`src/common/prl_params.svh`:
```
// Register offsets, field positions, reset values and timing counts of the ramp limiter
`ifndef PRL_PARAMS_SVH
`define PRL_PARAMS_SVH

// Register offsets
`define PRL_OFS_OUT1_CFG 8'h5C
`define PRL_OFS_OUT2_CFG 8'h5D
`define PRL_OFS_OUT3_CFG 8'h5E
`define PRL_OFS_RAMP_A 8'h62
`define PRL_OFS_RAMP_B 8'h63
`define PRL_OFS_DUTY1 8'h30
`define PRL_OFS_DUTY2 8'h31
`define PRL_OFS_DUTY3 8'h32

// Field positions
`define PRL_BIT_SLOW 3
`define PRL_BIT_EN_OUT1 3
`define PRL_BIT_EN_OUT2 7
`define PRL_BIT_EN_OUT3 3
`define PRL_LSB_STEP_OUT1 0
`define PRL_LSB_STEP_OUT2 4
`define PRL_LSB_STEP_OUT3 0

// Reset values
`define PRL_RST_CFG 8'h00
`define PRL_RST_RAMP 8'h00
`define PRL_RST_DUTY 8'h00

// Timing: one update per 35 s / 255 slots, in microseconds
`define PRL_CLK_MHZ 25
`define PRL_UPDATE_PERIOD_US 137255
`define PRL_UPDATE_CYCLES (`PRL_UPDATE_PERIOD_US * `PRL_CLK_MHZ)
`define PRL_SLOW_DIV 4

`endif

```
`src/common/prl_pkg.sv`:
```
// Types shared by the ramp limiter
package prl_pkg;
    typedef logic [7:0] prl_byte_t;
    typedef logic [2:0] prl_step_code_t;
    typedef logic [1:0] prl_slow_cnt_t;
endpackage

```
`src/hdl/prl_ramp_limiter.sv`:
```
// Duty ramp limiter for three fan drive outputs with its register file
// What this block does
// [RULE_01] Bit 3 of ramp control A enables ramp limiting on output 1.
// [RULE_02] Bit 7 of ramp control B enables ramp limiting on output 2.
// [RULE_03] Bit 3 of ramp control B enables ramp limiting on output 3.
// [RULE_04] Period holds 255 slots; one slot is the duty and step unit.
// [RULE_05] Step codes 0..7 give 1,2,3,5,8,12,24,48 slots.
// [RULE_06] Output 1 step code sits in bits 2:0 of ramp control A.
// [RULE_07] Output 3 step code sits in bits 2:0 of ramp control B.
// [RULE_08] Output 2 step code sits in bits 6:4 of ramp control B.
// [RULE_09] Target above previous duty raises previous by one step at most.
// [RULE_10] Target below previous duty lowers previous by one step at most.
// [RULE_11] Result is stored as previous duty and driven on the output.
// [RULE_12] Config bit 3 of each output slows its ramp four times.
// [RULE_13] Slowed full ramp times run from 140 s down to 3.3 s.
// [RULE_14] Each output ramps independently of the others.
// [RULE_15] Without ramp limiting the duty follows the target on each update.
// [RULE_16] Small gaps land exactly on target; duty stays within 0 to 255.
// [RULE_17] One ramp update per fixed update tick.
`timescale 1ns/1ps
`include "prl_params.svh"

module prl_ramp_limiter #(
    parameter int UPDATE_CYCLES = `PRL_UPDATE_CYCLES,
    parameter int NUM_OUT = 3
) (
    // Clock, reset and enable
    input wire logic CLK,
    input wire logic RST,
    input wire logic CE,
    // Register port
    input wire logic [7:0] REG_ADDR,
    input wire prl_pkg::prl_byte_t REG_WDATA,
    input wire logic REG_WR,
    input wire logic REG_RD,
    output prl_pkg::prl_byte_t REG_RDATA,
    // Duty targets from the automatic control loop
    input wire prl_pkg::prl_byte_t TARGET_DUTY_A,
    input wire prl_pkg::prl_byte_t TARGET_DUTY_B,
    input wire prl_pkg::prl_byte_t TARGET_DUTY_C,
    // Limited duty to the fan drive generators
    output prl_pkg::prl_byte_t FAN_DRIVE_OUT_A,
    output prl_pkg::prl_byte_t FAN_DRIVE_OUT_B,
    output prl_pkg::prl_byte_t FAN_DRIVE_OUT_C,
    // One-cycle marker of each update
    output logic UPDATE_TICK
);
    import prl_pkg::*;

    localparam int TICK_W = $clog2(UPDATE_CYCLES + 1);
    localparam logic [TICK_W-1:0] TICK_LAST = TICK_W'(UPDATE_CYCLES - 1);

    // Refuse settings the logic cannot serve
    initial begin
        if (UPDATE_CYCLES < 1) begin
            $error("UPDATE_CYCLES must be at least one");
        end
        if (NUM_OUT != 3) begin
            $error("NUM_OUT must be three");
        end
        // The slowdown counter is two bits wide
        if (`PRL_SLOW_DIV != 4) begin
            $error("Slowdown divider must be four");
        end
    end

    // Register place of one byte address; zero when off the map
    function automatic logic [3:0] reg_place(input logic [7:0] addr);
        logic [3:0] p;
        p = 4'h0;
        unique case (addr)
            `PRL_OFS_OUT1_CFG: p = 4'h1;
            `PRL_OFS_OUT2_CFG: p = 4'h2;
            `PRL_OFS_OUT3_CFG: p = 4'h3;
            `PRL_OFS_RAMP_A: p = 4'h4;
            `PRL_OFS_RAMP_B: p = 4'h5;
            `PRL_OFS_DUTY1: p = 4'h6;
            `PRL_OFS_DUTY2: p = 4'h7;
            `PRL_OFS_DUTY3: p = 4'h8;
            default: p = 4'h0;
        endcase
        return p;
    endfunction

    // Step code to slot count
    function automatic prl_byte_t step_slots(input prl_step_code_t code);
        prl_byte_t s;
        s = 8'h01;
        unique case (code)
            3'h0: s = 8'h01;
            3'h1: s = 8'h02;
            3'h2: s = 8'h03;
            3'h3: s = 8'h05;
            3'h4: s = 8'h08;
            3'h5: s = 8'h0C;
            3'h6: s = 8'h18;
            3'h7: s = 8'h30;
        endcase
        return s; // RULE_05
    endfunction

    // One ramp step from previous toward target
    function automatic prl_byte_t ramp_step(input prl_byte_t prev, input prl_byte_t tgt,
                                            input prl_byte_t step);
        logic [8:0] gap;
        prl_byte_t r;
        gap = 9'h000;
        r = prev;
        if (tgt > prev) begin
            gap = {1'b0, tgt} - {1'b0, prev};
            if (gap <= {1'b0, step}) begin
                r = tgt; // RULE_16
            end else begin
                r = prev + step; // RULE_09
            end
        end else if (tgt < prev) begin
            gap = {1'b0, prev} - {1'b0, tgt};
            if (gap <= {1'b0, step}) begin
                r = tgt; // RULE_16
            end else begin
                r = prev - step; // RULE_10
            end
        end
        return r;
    endfunction

    // Register file state
    prl_byte_t cfg_q [NUM_OUT];
    prl_byte_t cfg_d [NUM_OUT];
    prl_byte_t ramp_a_q, ramp_a_d;
    prl_byte_t ramp_b_q, ramp_b_d;
    prl_byte_t rdata_q, rdata_d;

    // Update tick state
    logic [TICK_W-1:0] tick_cnt_q, tick_cnt_d;
    logic tick_q, tick_d;

    // Per-output ramp state
    prl_byte_t duty_q [NUM_OUT];
    prl_byte_t duty_d [NUM_OUT];
    prl_slow_cnt_t slow_q [NUM_OUT];
    prl_slow_cnt_t slow_d [NUM_OUT];

    // Decoded controls per output
    prl_byte_t target [NUM_OUT];
    logic ramp_en [NUM_OUT];
    prl_step_code_t step_code [NUM_OUT];
    logic slow_en [NUM_OUT];

    // Route targets and decode control fields
    always_comb begin
        target[0] = TARGET_DUTY_A;
        target[1] = TARGET_DUTY_B;
        target[2] = TARGET_DUTY_C;
        ramp_en[0] = ramp_a_q[`PRL_BIT_EN_OUT1]; // RULE_01
        ramp_en[1] = ramp_b_q[`PRL_BIT_EN_OUT2]; // RULE_02
        ramp_en[2] = ramp_b_q[`PRL_BIT_EN_OUT3]; // RULE_03
        step_code[0] = ramp_a_q[`PRL_LSB_STEP_OUT1 +: 3]; // RULE_06
        step_code[1] = ramp_b_q[`PRL_LSB_STEP_OUT2 +: 3]; // RULE_08
        step_code[2] = ramp_b_q[`PRL_LSB_STEP_OUT3 +: 3]; // RULE_07
        slow_en[0] = cfg_q[0][`PRL_BIT_SLOW]; // RULE_12
        slow_en[1] = cfg_q[1][`PRL_BIT_SLOW]; // RULE_12
        slow_en[2] = cfg_q[2][`PRL_BIT_SLOW]; // RULE_12
    end

    // Register writes and read data
    always_comb begin
        cfg_d = cfg_q;
        ramp_a_d = ramp_a_q;
        ramp_b_d = ramp_b_q;
        rdata_d = 8'h00;
        // Writes land in the addressed register; duty places ignore them
        if (REG_WR) begin
            unique case (reg_place(REG_ADDR))
                4'h1: cfg_d[0] = REG_WDATA;
                4'h2: cfg_d[1] = REG_WDATA;
                4'h3: cfg_d[2] = REG_WDATA;
                4'h4: ramp_a_d = REG_WDATA;
                4'h5: ramp_b_d = REG_WDATA;
                default: ;
            endcase
        end
        // Reads return zero off the map; data stand one cycle only
        if (REG_RD) begin
            unique case (reg_place(REG_ADDR))
                4'h1: rdata_d = cfg_q[0];
                4'h2: rdata_d = cfg_q[1];
                4'h3: rdata_d = cfg_q[2];
                4'h4: rdata_d = ramp_a_q;
                4'h5: rdata_d = ramp_b_q;
                4'h6: rdata_d = duty_q[0];
                4'h7: rdata_d = duty_q[1];
                4'h8: rdata_d = duty_q[2];
                default: rdata_d = 8'h00;
            endcase
        end
    end

    // Register file flops
    always_ff @(posedge CLK or posedge RST) begin
        if (RST) begin
            for (int i = 0; i < NUM_OUT; i++) begin
                cfg_q[i] <= `PRL_RST_CFG;
            end
            ramp_a_q <= `PRL_RST_RAMP;
            ramp_b_q <= `PRL_RST_RAMP;
            rdata_q <= 8'h00;
        end else if (CE) begin
            cfg_q <= cfg_d;
            ramp_a_q <= ramp_a_d;
            ramp_b_q <= ramp_b_d;
            rdata_q <= rdata_d;
        end
    end

    // Fixed-rate update tick
    // The tick is registered, so duties move one edge after it shows.
    // Target changes between ticks are seen by the ramp only at the next tick.
    // While CE is low the counter freezes and the interval stretches.
    always_comb begin
        tick_d = 1'b0;
        tick_cnt_d = tick_cnt_q + TICK_W'(1);
        if (tick_cnt_q >= TICK_LAST) begin
            tick_cnt_d = '0;
            tick_d = 1'b1; // RULE_17
        end
    end

    // Update tick flops
    always_ff @(posedge CLK or posedge RST) begin
        if (RST) begin
            tick_cnt_q <= '0;
            tick_q <= 1'b0;
        end else if (CE) begin
            tick_cnt_q <= tick_cnt_d;
            tick_q <= tick_d;
        end
    end

    // Independent ramp channel per output
    // Each channel keeps its own slowdown count, so sharing a target
    // between outputs never couples their ramps.
    // The slowdown count restarts whenever slowing or ramping is off,
    // so the first slowed step comes on the fourth tick after enabling.
    for (genvar g = 0; g < NUM_OUT; g++) begin : g_chan
        logic step_now;

        // Next duty and slowdown count
        always_comb begin
            duty_d[g] = duty_q[g];
            slow_d[g] = slow_q[g];
            step_now = 1'b0;
            if (tick_q) begin
                if (!ramp_en[g]) begin
                    duty_d[g] = target[g]; // RULE_15
                    slow_d[g] = '0;
                end else begin
                    // Slowed ramp moves on every fourth tick only
                    if (slow_en[g]) begin
                        slow_d[g] = slow_q[g] + 2'd1;
                        step_now = (slow_q[g] == 2'(`PRL_SLOW_DIV - 1)); // RULE_13
                    end else begin
                        slow_d[g] = '0;
                        step_now = 1'b1;
                    end
                    if (step_now) begin
                        // Step in 1/255 slots toward target
                        duty_d[g] = ramp_step(duty_q[g], target[g],
                                              step_slots(step_code[g])); // RULE_04
                    end
                end
            end
        end

        // Stored previous duty drives the output
        always_ff @(posedge CLK or posedge RST) begin
            if (RST) begin
                duty_q[g] <= `PRL_RST_DUTY;
                slow_q[g] <= '0;
            end else if (CE) begin
                duty_q[g] <= duty_d[g]; // RULE_11 RULE_14
                slow_q[g] <= slow_d[g];
            end
        end
    end

    // Outputs straight from flops
    // No logic sits between the flops and the pins, so the duty seen by
    // the drive generators never glitches between updates.
    assign REG_RDATA = rdata_q;
    assign FAN_DRIVE_OUT_A = duty_q[0]; // RULE_11
    assign FAN_DRIVE_OUT_B = duty_q[1];
    assign FAN_DRIVE_OUT_C = duty_q[2];
    assign UPDATE_TICK = tick_q;

endmodule

```
`config.mk`:
```
export PLATFORM = sky130hd
export DESIGN_NAME = prl_ramp_limiter
export DESIGN_NICKNAME = d
export VERILOG_FILES = /design/src/common/prl_pkg.sv /design/src/hdl/prl_ramp_limiter.sv
export VERILOG_INCLUDE_DIRS = /design/src /design/src/common
export SDC_FILE = /design/constraint.sdc
export NUM_CORES = 1
export LEC_CHECK = 0
export ABC_AREA = 1
export BUFFER_PORTS_ARGS = -buffer_cell sky130_fd_sc_hd__buf_2
export CAP_MARGIN = 5
export CORE_UTILIZATION = 40
export CTS_CLUSTER_DIAMETER = 50
export DETAILED_ROUTE_END_ITERATION = 10
export PLACE_DENSITY = 0.63
export SETUP_SLACK_MARGIN = 0.3
export SLEW_MARGIN = 20
export SYNTH_ARGS = -nofsm -noshare
export SYNTH_HDL_FRONTEND = slang
export SYNTH_SLANG_ARGS = --single-unit
export TNS_END_PERCENT = 5
```
`constraint.sdc`:
```
create_clock -name CLK -period 4.35 [get_ports CLK]
set_input_delay 0.6525 -clock CLK [delete_from_list [all_inputs] [get_ports CLK]]
set_output_delay 0.6525 -clock CLK [all_outputs]
set_load 0.005 [all_outputs]
```
# --- Yosys cells after proc, flatten, opt, wreduce, memory -nomap -nowiden ---
# Memory sizes are Yosys's and may differ from the RTL's.
# Index checks and enable logic that the tools add are counted.
word_totals:
  regBits: 101
  latchBits: 0
  ramBits: 0
  romBits: 144
  out_inout_bits: 33
  wordCells: 134
  mem_count: 3
mem_list:
  columns: ["memory", "words", "word_bits", "read_ports", "rd_ports_with_merged_regs", "write_ports", "line_no", "rtl"]
  rows:
  - ["(name not given)", 8, 6, 1, 0, 0, "prl_ramp_limiter.sv:89", "unique case (code)"]
  - ["(name not given)", 8, 6, 1, 0, 0, "prl_ramp_limiter.sv:89", null]
  - ["(name not given)", 8, 6, 1, 0, 0, "prl_ramp_limiter.sv:89", null]
classes:
  addsub: 16
  n_mul: 0
  n_div: 0
  magnitude_cmp: 13
  n_eq_ne: 30
  n_shift: 0
  n_mux: 49
  n_bitwise: 0
  reduce_logical: 9
ops:
  columns: ["operator", "count"]
  rows:
  - ["$mux 8", 28]
  - ["$pmux 8 s8", 1]
  - ["$le 9x8->1", 6]
  - ["$sub 8x8->9", 6]
  - ["$eq 8x7->1 const B", 5]
  - ["$pmux 4 s8", 1]
  - ["$add 8x8->8", 3]
  - ["$eq 4x3->1 const B", 6]
  - ["$eq 8x6->1 const B", 3]
  - ["$gt 8x8->1", 3]
  - ["$lt 8x8->1", 3]
  - ["$sub 8x8->8", 3]
  - ["$add 22x1->22 const B", 1]
  - ["$ge 22x22->1 const B", 1]
  - ["$mux 22", 1]
  - ["$eq 4x2->1 const B", 4]
  - ["$reduce_and 3->1", 5]
  - ["$mux 2", 6]
  - ["$reduce_and 4->1", 3]
  - ["$mux 1", 10]
  - ["$ne 3x1->1 const B", 3]
  - ["$eq 4x1->1 const B", 2]
  - ["$mux 4", 2]
  - ["$add 2x1->2 const B", 3]
  - ["other kinds (4)", 8]

# --- Longest topological paths before layout ---
# Gate-level depths: netlist (run 1).
depth:
  ltp_word: 13
  depth_mapped: 22
  mapped_depth_nobuf: 21

# --- Worst setup path after synthesis (run 1) ---
# OpenSTA, ideal clock, no wires.
synth_timing:
  path_kind: "in2reg"
  startpoint: "input TARGET_DUTY_B[0]"
  endpoint: "register duty_q (netlist bit FAN_DRIVE_OUT_B[4])"
  setup_time_ns: 0.123
  arrival_time_ns: 2.879
  required_ns: 4.227
  setup_slack_ns: 1.349
  stages: 20
  n_path_buf: 0
  path_cell_list: "inv_1 ha_1 fa_1 inv_1 nand3_1 nand3_1 xor2_1 ha_1 nand2_1 inv_1 nand2_1 nand3_1 nand2_1 nand2_1 nand2_1 nand3_2 nand2_1 nand3_1 nand3_1 a21oi_1"
synth_between:
  elab_chain_cells: 7
synth_rtl:
  columns: ["element", "line_no", "rtl"]
  rows:
  - ["start: declaration", "prl_ramp_limiter.sv:39", "input wire prl_pkg::prl_byte_t TARGET_DUTY_B,"]
  - ["$sub 8x8->9", "prl_ramp_limiter.sv:117", "gap = {1'b0, prev} - {1'b0, tgt};"]
  - ["$le 9x8->1", "prl_ramp_limiter.sv:118", "if (gap <= {1'b0, step}) begin"]
  - ["$mux 8", "prl_ramp_limiter.sv:118", null]
  - ["$mux 8", "prl_ramp_limiter.sv:116", "end else if (tgt < prev) begin"]
  - ["$mux 8", "prl_ramp_limiter.sv:109", "if (tgt > prev) begin"]
  - ["$mux 8", "prl_ramp_limiter.sv:266", "if (step_now) begin"]
  - ["$mux 8", "prl_ramp_limiter.sv:254", "if (!ramp_en[g]) begin"]
  - ["end signal: indexed assignment", "prl_ramp_limiter.sv:278", "duty_q[g] <= `PRL_RST_DUTY;"]
  - ["end signal: indexed assignment", "prl_ramp_limiter.sv:281", "duty_q[g] <= duty_d[g];"]
  - ["end: declaration", "prl_ramp_limiter.sv:139", "prl_byte_t duty_q [NUM_OUT];"]
# Several ways; a longest one is shown, not always the timed one. The select of a mux whose other input is x is not followed.
# A chain may end at the register's enable or synchronous reset.

# --- Worst setup path after layout (run 1) ---
layout_timing:
  startpoint: "register duty_q (netlist bit FAN_DRIVE_OUT_B[0])"
  endpoint: "register duty_q (netlist bit FAN_DRIVE_OUT_B[3])"
layout_between:
  elab_chain_cells: 7
layout_rtl:
  columns: ["element", "line_no"]
  rows:
  - ["$sub 8x8->9", "prl_ramp_limiter.sv:117"]
  - ["$le 9x8->1", "prl_ramp_limiter.sv:118"]
  - ["$mux 8", "prl_ramp_limiter.sv:118"]
  - ["$mux 8", "prl_ramp_limiter.sv:116"]
  - ["$mux 8", "prl_ramp_limiter.sv:109"]
  - ["$mux 8", "prl_ramp_limiter.sv:266"]
  - ["$mux 8", "prl_ramp_limiter.sv:254"]
# Several ways; a longest one is shown, not always the timed one. The select of a mux whose other input is x is not followed.

==> run_results.csv, run 1 <==
group,metric,value,unit
outcome,run_status,"completed",
sta,min_period,3360,ps
final_layout,layout_commonest_cell,"nand2_1",
yosys,ys_seq_area_share,23.0,%
sta,finalSetupViolations,0,
flow_run,drv_cap,0,
power_and_ir_drop,p_total,0.00257,W
yosys,ys_types,48,
drt,firstDrtPassIters,5,
yosys,ys.warnings.count,0,
sta,setup_slack,994,ps
power_and_ir_drop,p_leak,6.44,nW
final_layout,fill_cells,2825,
drt,via_per_inst,5.33,
worst_setup_path,path_common_cell,"nand2_1",
yosys,syn_nets,1783,
cts,cts.htree.levels,3,
yosys,ys_ff_latch,101,
final_layout,layout_common_cells,"425 x nand2_1, 216 x inv_1, 162 x nand3_1",
worst_setup_path,path_depth,21,
drt,drt_iter0_markers,758,
cts,clk_latency,360,ps
hold_path,min-delay-path-class,"input pin to async pin",
cts,clk_pin_slew_worst_paths,90,ps
drt,routed_wl,31.8,mm
sta,setup-tns-final,0,ps
cts,numClockSinks,101,
placement,port_buffers,77,
cts,cts_hold_buf,0,
worst_setup_path,crit_family,"simple AND/OR/NAND/NOR gates",
cts,cts_tree,"yes",
power_and_ir_drop,power_density,216,mW/mm²
cts,clock-root-buffer,"clkbuf_16",
cts,clock_path_buffers,2,
worst_setup_path,rr_startpoint,"FAN_DRIVE_OUT_B[0]",
drt,antenna_left,0,
final_layout,area_growth,8.54,%
yosys,synth-main-ff-cell,"dfrtp_1",
worst_setup_path,worst_setup_path_start_kind,"flop",
worst_setup_path,cpPeakStageDelay,460,ps
worst_setup_path,critical_path_class,"flop to flop",
grt,grt_pass1_wl,51.9,mm
worst_setup_path,critPathCapture,"FAN_DRIVE_OUT_B[3]",
worst_setup_path,cp_max_fo,9,
power_and_ir_drop,ir_drop,193,µV
floorplanning,dieArea,0.0281,mm²
drt,drc,0,
worst_setup_path,arrival,3620,ps
cts,post_cts_buffers,0,
worst_setup_path,crit_required,4610,ps
final_layout,diodes,0,
grt,antenna_found_initial,0,
grt,grt_start_max_net_pins,47,
worst_setup_path,cp_num_buf_inv,2,
drt,vias,10700,
yosys,synth.avg_cell_area,6.88,µm²
grt,grt_pass1_vias,10100,
yosys,synth-edff-count,0,
sta,slew_headroom,34.5,%
placement,gp_congestion,0.939,
sta,skew,15.4,ps
sta,fmaxAchievable,298,MHz
sta,grt_setup_unrepaired,"no",
final_layout,fin_util,44.3,%
drt,wl_per_cell,15.9,µm
grt,track_usage,22.9,%
placement,hpwl,25.3,mm
sta,tightest_slew,972,ps
sta,drv_slew,0,
yosys,synth_cells,1598,
sta,finalCritPeriodShare,77.2,%
worst_setup_path,r2r-end,"FAN_DRIVE_OUT_B[3]",
floorplanning,die_w,168,µm
worst_setup_path,crit_path_end_kind,"flop",
worst_setup_path,reg2regPathDepth,21,
worst_setup_path,path_cells,"inv_1 -> ha_1 -> inv_1 -> fa_1 -> nand3_1 -> nand3_1 -> xor2_1 -> ha_1 -> nand2_1 -> nor2_1 -> nand2_1 -> nand3_1 -> nand2_1 -> nand2_1 -> nand2_1 -> nand2_2 -> nand2_1 -> nand3_1 -> nand3_1 -> nand2_1 -> nand2_1",
floorplanning,placementRows,60,
worst_setup_path,cpMaxStageDelayCell,"dfrtp_1",
floorplanning,core,0.0270,mm²
final_layout,fin_nets,1837,
sta,hold_viol,0,
placement,dp_slack,748,ps
yosys,syn_area,0.0110,mm²
floorplanning,io_pins,78,
floorplanning,start_util,40.8,%
worst_setup_path,cp-startpoint,"FAN_DRIVE_OUT_B[0]",
floorplanning,die_y,168,µm
worst_setup_path,r2r_slack,990,ps
yosys,synthArstFlopShare,100,%
grt,overflow,0,
cts,cts_made_buffers,9,
final_layout,layout-drive-gt1-share,9.96,%
cts,cts.repair.resized,0,
worst min-delay path by stage:
stage	start	slack, ps	to	cells after the start
6_report	RST	190	FAN_DRIVE_OUT_A[7]	2
5_1_grt	RST	190	FAN_DRIVE_OUT_A[7]	2
4_1_cts	RST	190	FAN_DRIVE_OUT_A[7]	2
3_5_place_dp	REG_RDATA[4]	460	REG_RDATA[4]	2
3_3_place_gp	REG_RDATA[4]	460	REG_RDATA[4]	2
2_1_floorplan	slow_q[4]	450	slow_q[4]	1
power breakdown:
part           internal, W  switching, W  leakage [nW]
registers         0.000978     0.0000496          1.34
logic             0.000231      0.000451          4.95
clock network     0.000416      0.000447         0.152
synth_stat cells (9+ instances only):
master	instances	area, µm²
a21oi_1	94	470
a31oi_1	15	93.8
buf_4	9	67.6
clkbuf_1	20	75.1
dfrtp_1	101	2530
fa_1	12	240
ha_1	128	1600
inv_1	217	815
nand2_1	425	1600
nand2_2	17	106
nand3_1	162	811
nand4_1	58	363
nor2_1	90	338
nor2_4	12	135
nor3_1	14	70.1
o21ai_0	56	280
xnor2_1	19	166
xor2_1	48	420
through the flow:
step	std cells	hold WS [ps]	instance area (µm²)
floorplan	1598	446	11000
global placement	1982	462	11600
detailed placement	1982	461	11600
CTS	1998	187	11900
global route	1998	194	11900
finish	1998	189	11900
metal layers:
metal | up-vias | part of all wire (%) | track usage (%)
met5 | - | 0 | 0
met4 | 0 | 2.1 | 6.62
met3 | 46 | 4.6 | 2.42
met2 | 332 | 46 | 37.9
met1 | 4920 | 48 | 31.6
li1 | 5352 | - | -
kinds of logic after synthesis:
family / share of synthesized area, %
flops: 23.0
simple gates: 33.6
buf+inv: 9.79
xor+xnor: 5.34
compound gates: 11.6
fa+ha+maj: 16.8
registers in the layout, summed over array words and instances (netlist names):
register / flops
cfg_q: 24
tick_cnt_q: 22
FAN_DRIVE_OUT_A: 8
FAN_DRIVE_OUT_B: 8
FAN_DRIVE_OUT_C: 8
REG_RDATA: 8
ramp_a_q: 8
ramp_b_q: 8
slow_q: 6
UPDATE_TICK: 1
worst register-to-register path, delay by kind of cell (launching register included):
kind | cells | cell delay [ps]
XOR/XNOR | 1 | 160
flip-flops | 1 | 460
AND/OR/NAND/NOR | 15 | 1470
buffers and inverters | 2 | 270
adder cells (fa/ha/maj) | 3 | 900
final cells by class:
| class | count | area, µm² | area share (%) |
|---|---|---|---|
| Tap cell | 341 | 427 | 3.58 |
| Multi-Input combinational cell | 1233 | 7390 | 61.9 |
| Clock inverter | 7 | 88.8 | 0.745 |
| Timing Repair Buffer | 83 | 430 | 3.61 |
| Clock buffer | 9 | 225 | 1.89 |
| Inverter | 224 | 843 | 7.07 |
| Sequential cell | 101 | 2530 | 21.2 |
(Power assumes the default switching activity.)
==> inputs of run 2 (changes only) <==
- clock period: 4.35 -> 3.3 ns (I/O delays scaled with it)
==> run_results.csv, run 2 (synthesis results as in run 1) <==
group,metric,value,unit
power_and_ir_drop,p_total,0.00350,W
sta,finalSetupViolations,0,
sta,slew_headroom,48.8,%
sta,fmaxAchievable,339,MHz
grt,grt_pass1_wl,53.1,mm
final_layout,final_cell_count_no_fill,2045,
placement,port_buffers,77,
outcome,run_status,"completed",
worst_setup_path,worst_setup_path_start_kind,"flop",
final_layout,layout_common_cells,"413 x nand2_1, 212 x inv_1, 154 x nand3_1",
placement,hpwl,25.9,mm
cts,cts_made_buffers,9,
sta,finalCritPeriodShare,89.3,%
worst_setup_path,arrival,3230,ps
floorplanning,io_pins,78,
drt,drt_iter0_markers,827,
final_layout,fill_cells,2733,
floorplanning,start_util,40.8,%
final_layout,diodes,0,
cts,clock_path_buffers,2,
final_layout,largestRegisters,"cfg_q: 24 flops, tick_cnt_q: 22 flops",
cts,clk_pin_slew_worst_paths,80,ps
cts,cts.htree.levels,3,
worst_setup_path,crit_path_end_kind,"flop",
sta,min_period,2950,ps
floorplanning,die_y,168,µm
cts,clk_latency,360,ps
sta,hold_slack,260,ps
drt,antenna_left,0,
drt,drc,0,
power_and_ir_drop,ir_drop,234,µV
drt,vias,10900,
drt,via_per_inst,5.31,
cts,numClockSinks,101,
power_and_ir_drop,p_leak,6.70,nW
final_layout,area_growth,14.0,%
drt,routed_wl,32.6,mm
sta,skew,11.3,ps
worst_setup_path,critical_path_class,"flop to flop",
sta,setup-tns-final,0,ps
placement,placed_cells,2017,
floorplanning,dieArea,0.0281,mm²
sta,grt_setup_unrepaired,"yes",
sta,hold_viol,0,
hold_path,min-delay-path-class,"input pin to async pin",
floorplanning,die_w,168,µm
final_layout,fin_nets,1884,
grt,grt_start_max_net_pins,49,
cts,cts_hold_buf,0,
sta,tightest_slew,766,ps
floorplanning,placementRows,60,
grt,grt_pass1_vias,10200,
grt,track_usage,23.4,%
sta,drv_slew,0,
final_layout,layout_commonest_cell,"nand2_1",
final_layout,layout-drive-gt1-share,15.2,%
flow_run,drv_cap,0,
final_layout,regMostFlops,"cfg_q",
grt,antenna_found_initial,0,
placement,gp_congestion,0.942,
worst_setup_path,crit_required,3590,ps
drt,firstDrtPassIters,5,
cts,clock-root-buffer,"clkbuf_16",
floorplanning,core,0.0270,mm²
cts,cts_tree,"yes",
power_and_ir_drop,power_density,279,mW/mm²
worst_setup_path,cp_max_fo,4,
final_layout,largest_register_ff_count,24,
grt,overflow,0,
drt,wl_per_cell,15.9,µm
-- run 2: repair_timing --
action | CTS | global route
setup buffers | 1 | 11
pin swaps | 0 | 28
gates cloned | 0 | 0
endpoints found under the setup margin | 16 | 24
gates resized for setup | 8 | 56
-- run 2: layer usage --
layer | routed length [µm] | up-vias | track usage [%]
li1 | - | 5428 | -
met1 | 15400 | 5060 | 32.1
met2 | 15000 | 320 | 38.7
met3 | 1450 | 50 | 2.54
met4 | 716 | 0 | 6.82
met5 | 0 | - | 0
-- run 2: worst max-delay path: stages (launching register included) --
cell	delay, ps
dfrtp_1	420
buf_6	140
ha_4	160
fa_2	390
inv_2	70
nand3_2	60
nand3_2	100
xor2_2	150
ha_1	280
nand2_2	80
nor2_2	50
nand2_1	50
nand3_1	60
nand2_1	80
nand2_1	60
nand2_2	120
buf_4	150
nand4_1	80
nand3_1	100
nand3_1	100
a21oi_1	150
-- run 2: final cells by class --
cell class | count | area [µm²] | area share [%]
tap | 341 | 427 | 3.40
clock inverter | 6 | 65.1 | 0.519
sequential | 101 | 2530 | 20.2
multi-input combinational | 1233 | 7610 | 60.7
timing repair buffer | 130 | 822 | 6.56
inverter | 224 | 845 | 6.74
clock buffer | 10 | 239 | 1.91
-- run 2: per-stage QoR --
stage / setup WS (ps) / cell area (µm²) / util [%]
2_1_floorplan: 456 / 11000 / -
3_3_place_gp: 67.6 / 11900 / 44.1
3_5_place_dp: 35.4 / 11900 / 44.1
4_1_cts: 300 / 12200 / 45.4
5_1_grt: 151 / 12500 / 46.5
6_report: 354 / 12500 / 46.5
-- run 2: worst paths after layout --
path,start,to,slack (ps),depth (start not counted)
max reg2reg,FAN_DRIVE_OUT_A[0],FAN_DRIVE_OUT_A[2],350,20
max in group asynchronous,RST,REG_RDATA[4],2270,3
min,RST,FAN_DRIVE_OUT_A[7],260,2
min reg2reg,slow_q[2],slow_q[2],480,1
min in group CLK,REG_WDATA[7],ramp_a_q[7],360,3
max,FAN_DRIVE_OUT_A[0],FAN_DRIVE_OUT_A[2],350,20
-- run 2: report_power, final --
group	switching, W	internal, W
clock	0.000569	0.000557
sequential	0.0000654	0.00129
combinational	0.000639	0.000378
total	0.00127	0.00222
